File: src/hdl/init_pkg.sv
package init_pkg;
    // Command encodings: {cs_n, ras_n, cas_n, we_n}
    localparam logic [3:0] CMD_NOP   = 4'h7;
    localparam logic [3:0] CMD_DESEL = 4'hf;
    localparam logic [3:0] CMD_PRE   = 4'h2;
    localparam logic [3:0] CMD_REF   = 4'h1;
    localparam logic [3:0] CMD_LMR   = 4'h0;

    // Bank selects of the mode registers
    localparam logic [2:0] BANK_MR   = 3'h0;
    localparam logic [2:0] BANK_EMR1 = 3'h1;
    localparam logic [2:0] BANK_EMR2 = 3'h2;
    localparam logic [2:0] BANK_EMR3 = 3'h3;

    // Address bit positions
    localparam int ADDR_W      = 14;
    localparam int BIT_LOOP    = 8;
    localparam int BIT_ALLBANK = 10;
    localparam int BIT_EXT7    = 7;

    // Register offsets (byte addresses)
    localparam logic [11:0] OFF_CTRL   = 12'h000;
    localparam logic [11:0] OFF_STATUS = 12'h004;
    localparam logic [11:0] OFF_MRVAL  = 12'h008;
    localparam logic [11:0] OFF_EMRVAL = 12'h00c;

    // Control bit positions
    localparam int CTRL_START = 0;
    localparam int CTRL_SRATE = 1;

    // Timing in own units and cycle counts at 10 MHz
    localparam int CLK_NS      = 100;
    localparam int STABLE_US   = 200;
    localparam int CKE_WAIT_NS = 400;
    localparam int MRD_CYC     = 2;
    localparam int RFC_NS      = 200;
    localparam int LOCK_CYC    = 200;
    localparam int REF_COUNT   = 2;
    localparam int STABLE_CYC  = (STABLE_US * 1000 + CLK_NS - 1) / CLK_NS;
    localparam int CKE_CYC     = (CKE_WAIT_NS + CLK_NS - 1) / CLK_NS;
    localparam int RFC_CYC     = (RFC_NS + CLK_NS - 1) / CLK_NS;

    // Pin bundle toward the memory
    typedef struct packed {
        logic              cke;
        logic              termination_ctl;
        logic [3:0]        cmd;
        logic [2:0]        bank;
        logic [ADDR_W-1:0] addr;
    } mem_pins_s;
endpackage

File: src/hdl/sdram_power_up_init.sv
`timescale 1ns/1ps
// Overview of operation
// - Memory strobes reads edge-aligned; controller centers write strobes.
// - Write data captured on both strobe edges; reads on both edges.
// - Open a row with ACTIVE before READ or WRITE.
// - Hold termination control and clock gate low at power-up.
// - Only NOP for at least 200 us, then raise clock gate.
// - Wait at least 400 ns after clock gate, then precharge all.
// - Load extended register two; bit 7 self-refresh rate, rest zero.
// - Load extended register three with all bits zero.
// - Load extended register one, loop enabled, bits 7-9 zero.
// - Load main register with loop reset bit set.
// - Then precharge all and at least two refreshes.
// - Load main register with loop reset bit clear.
// - Load extended register one with bits 7-9 set.
// - Load extended register one with bits 7-9 cleared.
// - No normal access until 200 clocks after loop reset.
// - Precharge all drives address bit 10; banks decoded for loads.
// - Load mode only when idle; wait mode-register delay after.
module sdram_power_up_init
    import init_pkg::*;
#(
    parameter int STABLE_CYCLES = STABLE_CYC
) (
    // Clock and reset
    input  wire logic        pclk,
    input  wire logic        presetn,
    // APB slave
    input  wire logic        psel,
    input  wire logic        penable,
    input  wire logic        pwrite,
    input  wire logic [11:0] paddr,
    input  wire logic [31:0] pwdata,
    output logic      [31:0] prdata,
    output logic             pready,
    output logic             pslverr,
    // Memory pins
    output mem_pins_s        mem_pins
);
    // Wait counter holds 20 bits; longer waits cannot be served
    if (STABLE_CYCLES < 1 || STABLE_CYCLES > 2**20 - 1) begin : g_bad_stable
        $error("STABLE_CYCLES out of range");
    end

    // Initialisation steps, one-hot
    typedef enum logic [11:0] {
        ST_IDLE   = 12'h001,
        ST_STABLE = 12'h002,
        ST_CKE    = 12'h004,
        ST_PRE1   = 12'h008,
        ST_EMR2   = 12'h010,
        ST_EMR3   = 12'h020,
        ST_EMR1   = 12'h040,
        ST_MRRST  = 12'h080,
        ST_PRE2   = 12'h100,
        ST_REF    = 12'h200,
        ST_MRLOAD = 12'h400,
        ST_OCD    = 12'h800
    } step_e;

    // All sequencer and bus state in one record
    typedef struct packed {
        step_e       step;
        logic [19:0] wait_cnt;
        logic [7:0]  lock_cnt;
        logic [1:0]  ref_cnt;
        logic        ocd_phase;
        logic        lock_run;
        logic        done;
        logic        srate;
        logic [ADDR_W-1:0] mr_val;
        logic [ADDR_W-1:0] emr_val;
        logic [31:0] prdata;
        logic        pready;
        logic        pslverr;
        mem_pins_s   pins;
    } state_s;

    state_s state_reg;
    state_s state_next;

    // Issue one command with NOP filling the following wait
    function automatic mem_pins_s issue(input mem_pins_s p,
                                        input logic [3:0] c,
                                        input logic [2:0] b,
                                        input logic [ADDR_W-1:0] a);
        mem_pins_s r;
        r = p;
        r.cmd = c;
        r.bank = b;
        r.addr = a;
        return r;
    endfunction

    // Extended register one value with calibration field forced
    function automatic logic [ADDR_W-1:0] emr1(input logic [ADDR_W-1:0] v,
                                               input logic cal);
        logic [ADDR_W-1:0] r;
        r = v;
        r[BIT_EXT7 +: 3] = {3{cal}};
        // Bit 0 stays low so the loop stays enabled
        r[0] = 1'b0;
        return r;
    endfunction

    // Sequencer and register file
    always_comb begin
        logic [ADDR_W-1:0] a;
        logic              wr;
        logic              rd;
        // One wait state keeps read data registered
        wr = psel && penable && pwrite && !state_reg.pready;
        rd = psel && penable && !pwrite && !state_reg.pready;
        a = '0;
        state_next = state_reg;
        state_next.pready = 1'b0;
        state_next.pslverr = 1'b0;
        state_next.pins.cmd = CMD_NOP;
        state_next.pins.bank = '0;
        state_next.pins.addr = '0;
        if (psel && penable && !state_reg.pready) begin
            state_next.pready = 1'b1;
        end
        if (wr) begin
            unique case (paddr)
                OFF_CTRL: begin
                    state_next.srate = pwdata[CTRL_SRATE];
                    if (pwdata[CTRL_START] && state_reg.step == ST_IDLE
                        && !state_reg.done) begin
                        state_next.step = ST_STABLE;
                        state_next.wait_cnt = 20'(STABLE_CYCLES);
                    end
                end
                OFF_MRVAL:  state_next.mr_val = pwdata[ADDR_W-1:0];
                OFF_EMRVAL: state_next.emr_val = pwdata[ADDR_W-1:0];
                // Status is read-only, so a write is refused
                OFF_STATUS: state_next.pslverr = 1'b1;
                default:    state_next.pslverr = 1'b1;
            endcase
        end
        if (rd) begin
            // Unused bits read as zero
            state_next.prdata = '0;
            unique case (paddr)
                OFF_CTRL:   state_next.prdata[CTRL_SRATE] = state_reg.srate;
                OFF_STATUS: state_next.prdata = {19'h0, state_reg.step,
                                                 state_reg.done};
                OFF_MRVAL:  state_next.prdata[ADDR_W-1:0] = state_reg.mr_val;
                OFF_EMRVAL: state_next.prdata[ADDR_W-1:0] = state_reg.emr_val;
                default:    state_next.pslverr = 1'b1;
            endcase
        end
        // Runs beside the sequence, so the refreshes overlap it
        // loop lock count
        if (state_reg.lock_run) begin
            if (state_reg.lock_cnt == 8'h00) begin
                state_next.lock_run = 1'b0;
            end else begin
                state_next.lock_cnt = state_reg.lock_cnt - 8'h01;
            end
        end
        // One shared counter; each step loads the gap it needs
        // wait between commands
        if (state_reg.wait_cnt != 20'h00000) begin
            state_next.wait_cnt = state_reg.wait_cnt - 20'h00001;
        end else begin
            unique case (state_reg.step)
                ST_IDLE: begin
                    // Not started, or finished. No ACTIVE, READ or WRITE is
                    // ever issued here, so strobes and data lanes belong to
                    // the user logic once the done flag is up.
                end
                ST_STABLE: begin
                    // Start write loaded the 200 us NOP wait
                    // raise clock gate after stable time
                    state_next.pins.cke = 1'b1;
                    state_next.step = ST_CKE;
                    state_next.wait_cnt = 20'(CKE_CYC - 1);
                end
                ST_CKE: begin
                    // 400 ns have passed since the clock gate
                    state_next.step = ST_PRE1;
                end
                ST_PRE1: begin
                    a[BIT_ALLBANK] = 1'b1;
                    state_next.pins = issue(state_reg.pins, CMD_PRE, '0, a);
                    state_next.step = ST_EMR2;
                    state_next.wait_cnt = 20'(MRD_CYC - 1);
                end
                ST_EMR2: begin
                    a[BIT_EXT7] = state_reg.srate;
                    state_next.pins = issue(state_reg.pins, CMD_LMR,
                                            BANK_EMR2, a);
                    state_next.step = ST_EMR3;
                    state_next.wait_cnt = 20'(MRD_CYC - 1);
                end
                ST_EMR3: begin
                    state_next.pins = issue(state_reg.pins, CMD_LMR,
                                            BANK_EMR3, a);
                    state_next.step = ST_EMR1;
                    state_next.wait_cnt = 20'(MRD_CYC - 1);
                end
                ST_EMR1: begin
                    // Bit 0 low enables the loop
                    // loop enable, bits 7-9 zero
                    state_next.pins = issue(state_reg.pins, CMD_LMR,
                                            BANK_EMR1, a);
                    state_next.step = ST_MRRST;
                    state_next.wait_cnt = 20'(MRD_CYC - 1);
                end
                ST_MRRST: begin
                    a[BIT_LOOP] = 1'b1;
                    state_next.pins = issue(state_reg.pins, CMD_LMR,
                                            BANK_MR, a);
                    state_next.lock_run = 1'b1;
                    state_next.lock_cnt = 8'(LOCK_CYC - 1);
                    state_next.step = ST_PRE2;
                    state_next.wait_cnt = 20'(MRD_CYC - 1);
                end
                ST_PRE2: begin
                    a[BIT_ALLBANK] = 1'b1;
                    state_next.pins = issue(state_reg.pins, CMD_PRE, '0, a);
                    state_next.step = ST_REF;
                    state_next.ref_cnt = 2'(REF_COUNT);
                    state_next.wait_cnt = 20'(MRD_CYC - 1);
                end
                ST_REF: begin
                    state_next.pins = issue(state_reg.pins, CMD_REF, '0, a);
                    state_next.ref_cnt = state_reg.ref_cnt - 2'h1;
                    // Gap covers the refresh cycle time
                    state_next.wait_cnt = 20'(RFC_CYC - 1);
                    if (state_reg.ref_cnt == 2'h1) begin
                        state_next.step = ST_MRLOAD;
                    end
                end
                ST_MRLOAD: begin
                    a = state_reg.mr_val;
                    // Bit 8 forced low, else the loop would reset again
                    a[BIT_LOOP] = 1'b0;
                    state_next.pins = issue(state_reg.pins, CMD_LMR,
                                            BANK_MR, a);
                    state_next.step = ST_OCD;
                    state_next.ocd_phase = 1'b0;
                    state_next.wait_cnt = 20'(MRD_CYC - 1);
                end
                ST_OCD: begin
                    if (!state_reg.ocd_phase) begin
                        state_next.pins = issue(state_reg.pins, CMD_LMR,
                                BANK_EMR1, emr1(state_reg.emr_val, 1'b1));
                        state_next.ocd_phase = 1'b1;
                        state_next.wait_cnt = 20'(MRD_CYC - 1);
                    end else if (!state_reg.lock_run) begin
                        // Held here until the lock count has run out
                        // calibration exit, then ready
                        state_next.pins = issue(state_reg.pins, CMD_LMR,
                                BANK_EMR1, emr1(state_reg.emr_val, 1'b0));
                        state_next.step = ST_IDLE;
                        // Done stays set until reset; later starts ignored
                        // user access only once done
                        state_next.done = 1'b1;
                    end
                end
                default: begin
                    state_next.step = ST_IDLE;
                end
            endcase
        end
    end

    // State register
    always_ff @(posedge pclk or negedge presetn) begin
        if (!presetn) begin
            // Mode values clear too and must be written again
            // clock gate and termination low
            state_reg <= '{step: ST_IDLE, pins: '{cmd: CMD_NOP,
                           default: '0}, default: '0};
        end else begin
            state_reg <= state_next;
        end
    end

    // Outputs straight from the state register
    assign prdata = state_reg.prdata;
    assign pready = state_reg.pready;
    assign pslverr = state_reg.pslverr;
    assign mem_pins = state_reg.pins;
endmodule // sdram_power_up_init

File: config.mk
export PLATFORM = sky130hd
export DESIGN_NAME = sdram_power_up_init
export DESIGN_NICKNAME = d
export VERILOG_FILES = /design/src/hdl/init_pkg.sv /design/src/hdl/sdram_power_up_init.sv
export SDC_FILE = /design/constraint.sdc
export NUM_CORES = 1
export LEC_CHECK = 0
export BUFFER_PORTS_ARGS = -buffer_cell sky130_fd_sc_hd__buf_2
export CORE_UTILIZATION = 50
export CTS_CLUSTER_SIZE = 30
export DETAILED_ROUTE_END_ITERATION = 8
export PLACE_DENSITY = 0.76
export SLEW_MARGIN = 20
export SYNTH_ARGS = -nofsm -noshare
export SYNTH_HDL_FRONTEND = slang
export SYNTH_SLANG_ARGS = --single-unit
File: constraint.sdc
create_clock -name pclk -period 2.1 [get_ports pclk]
set_input_delay 0.21 -clock pclk [delete_from_list [all_inputs] [get_ports pclk]]
set_output_delay 0.21 -clock pclk [all_outputs]
set_load 0.01 [all_outputs]
==> results_dict.tcl <==
set metrics [dict create \
    status "finished, violations left" \
    violations "DRC, setup timing" \
    gp_congestion 0.887 \
    synthSimpleGateAreaFrac_pct 19.6 \
    htree_levels 3 \
    cp_max_fo 3 \
    area_growth_pct 21.1 \
    slew_headroom_pct 60.8 \
    synthCells 582 \
    end_kind "flop" \
    floorplan.core_area_um2 11500 \
    post_drt_wl_per_cell_um 17.5 \
    arrival_ns 2.41 \
    ff_latch_area_um2 2760 \
    ir_worst_vdd_mv 0.336 \
    worstMarginPinSlew_ns 0.587 \
    crit_type "flop to flop" \
    final_cell_area_um2 7220 \
    drt-total-wl_um 14400 \
    path_buf_inv 2 \
    placedCellCount 798 \
    largest_register_ff_count 74 \
    cts_buffers 9 \
    hold_path_class "input port to flop" \
    max_freq_ghz 0.463 \
    grt_pass1_vias 4822 \
    vias 4769 \
    slowest_delay_ns 0.46 \
    synth_seq_cells 110 \
    root_buffer "clkbuf_16" \
    clk_pin_slew_ns 0.08 \
    drv_cap 0 \
    cpMaxStageDelayCell "or4_4" \
    place_area_um2 6560 \
    drive_above_1_share_pct 39.5 \
    ys_seq_area_share_pct 46.3 \
    finalHoldViolCount 0 \
    first_iter_violations 371 \
    tritoncts "built" \
    finClkSkew_ns 0.00977 \
    synth_xor_area_share_pct 2.50 \
    cp-start-kind "flop" \
    cp_cell_sequence "buf_4, buf_4, or4_4, nor2_8, nand2_4, or4_4, mux2_4" \
    clock_sinks 110 \
    fin_ws_ns -0.0607 \
    synth-edff-count 0 \
    p_sw_mw 0.935 \
    fillers 927 \
    initial_core_util_pct 51.7 \
    finalSetupViolCount 11 \
    final_cell_mix "dfrtp_1, buf_4, buf_2, nand2_1, mux2_2" \
    die_h_um 111 \
    ys.flop_type "dfrtp_1" \
    rows 39 \
    cts.path.max_buffers 2 \
    post-place-ws_ns -0.143 \
    pwr-share-clk_pct 42.3 \
    grt_max_degree 45 \
    hpwl_um 10200 \
    die_w_um 111 \
    required_ns 2.35 \
    grt.total_usage_pct 24.0 \
    die-area_um2 12400 \
    synth_cell_types 69 \
    drcViolationCount 22 \
    avgSynthCellArea_um2 10.2 \
    leakage_nw 3.41 \
    first_pass_iters 8 \
    p_sw_share_pct 23.8 \
    syn_area_um2 5960 \
    p_per_area_nw_per_um2 545 \
    ys.warnings.count 0 \
    fin_cells 822 \
    synth_top_family_by_area "simple AND/OR/NAND/NOR gates" \
    cpLargestDelayFamily "simple AND/OR/NAND/NOR gates" \
    multi_input_area_um2 2930 \
    fin_nets 727 \
    p_int_mw 3.00 \
    pwr-share-seq_pct 54.0 \
    clkLatencyLatePin_ns 0.37 \
    yosys.area_share.adder_pct 0.840 \
    boundaryPins 106 \
    ant_nets 0 \
    grt.overflow.total 0 \
    antenna_found_initial 0 \
    final_max_slew_viol_count 0 \
    synthArstFlopShare_pct 100 \
    finalCritPeriodShare_pct 103 \
    rsz0062_at_grt "yes" \
    n_antenna_cell 0 \
    grt_pass1_wl_um 23500 \
    final_common_cell "dfrtp_1" \
    synth_compound_area_share_pct 11.5 \
    synthMuxAreaShare_pct 9.03 \
    p_total_mw 3.93 \
    vias_per_cell 5.80 \
    combPwrFrac_pct 3.8 \
    portBuffers 66 \
    post-route-min-period_ns 2.16 \
]
-- cells by family (layout without fill, tap and decap cells) --
group / after synthesis / after routing
simple gates: 202 / 202
flops: 110 / 110
compound gates: 103 / 103
other cells: 1 / 21
fa+ha+maj: 4 / 4
xor+xnor: 17 / 17
mux: 47 / 47
buf+inv: 98 / 175
-- metrics by stage --
| stage | setup TNS, ns | util [%] | hold slack, ns |
|---|---|---|---|
| floorplan | 0 | - | -0.0856 |
| global placement | -0.491 | 57.0 | 0.242 |
| detailed placement | -2.28 | 57.0 | 0.255 |
| CTS | -0.200 | 60.1 | 0.0819 |
| global route | -1.10 | 62.7 | 0.0859 |
| finish | -0.210 | 62.7 | 0.0887 |
-- what timing repair did --
item / in CTS / in global routing
gates resized for setup: 14 / 51
hold buffers: 1 / 0
setup endpoints to repair: 40 / 36
endpoints found under the hold margin: 41 / 0
pin swaps: 1 / 14
cloned: 0 / 1
setup buffers: 0 / 6
-- area by class of cell --
type / count / share of cell area (%)
Inverter: 14 / 0.728
Clock buffer: 10 / 3.17
Clock inverter: 6 / 0.745
Tap cell: 143 / 2.48
Multi-Input combinational cell: 394 / 40.6
Timing Repair Buffer: 145 / 14.0
Sequential cell: 110 / 38.2
-- power by group through the flow --
stage / clock (mW) / combinational, mW / sequential (mW)
6_report: 1.66 / 0.149 / 2.12
2_1_floorplan: 0 / 0.0790 / 2.16
5_1_grt: 1.78 / 0.168 / 2.12
3_3_place_gp: 0 / 0.145 / 2.16
4_1_cts: 1.69 / 0.152 / 2.12
3_5_place_dp: 0 / 0.150 / 2.16
-- layer usage --
metal  global-route usage [%]  share of wire [%]  vias up  wire length (um)
met3                     6.07                5.3       41               758
met2                     40.8                 51      179              7320
li1                         -                  -     2188                 -
met1                     29.3                 41     2361              5840
met4                     8.92                3.2        0               459
met5                        0                  0        -                 0
-- synth_stat cells, types with 3 or more instances --
master    instances  share of area, %
nor4b_1           7               1.0
or4_1             7              0.88
dfrtp_1         106                45
a21boi_0          3              0.38
o21ai_0          28               2.4
or2_2             3              0.32
xnor2_1          10               1.5
mux2_2           43               8.1
buf_4            60               7.6
and2_1            3              0.32
inv_1            14              0.88
xor2_1            7               1.0
nor4_4            3               1.1
dfstp_2           4               1.8
or3_1             8              0.84
ha_1              4              0.84
a21oi_1          19               1.6
o211ai_1          3              0.38
nand2_1          54               3.4
nand4_1           9              0.94
buf_2             7              0.59
nor3_1           10              0.84
a22oi_1          23               2.9
nor4_1           10               1.0
nor2_1           42               2.6
nand3_1          13               1.1
nor2b_1           4              0.42
o31ai_1           4              0.50
nand2b_1          7              0.73
clkbuf_1         16               1.0
and3_1            4              0.42
nor4_2            3              0.63
-- path summary, 6_finish.rpt --
path,startpoint,end,slack [ns],cells after the start
max in group asynchronous,presetn,prdata[10],0.92,3
worst max-delay path,state_reg[99],state_reg[118],-0.06,7
worst min register to register,prdata[6],prdata[6],0.48,2
worst max register to register,state_reg[99],state_reg[118],-0.06,7
worst min-delay path,pwdata[8],state_reg[65],0.09,2
min in group asynchronous,presetn,state_reg[70],0.38,2
-- worst register-to-register path: cells and delay by family (launching register included) --
| family | cells | cell delay (ns) |
|---|---|---|
| multiplexers | 1 | 0.31 |
| AND/OR/NAND/NOR | 4 | 1.06 |
| buffers and inverters | 2 | 0.27 |
| flip-flops | 1 | 0.40 |
Power figures use the tool's default switching activity.
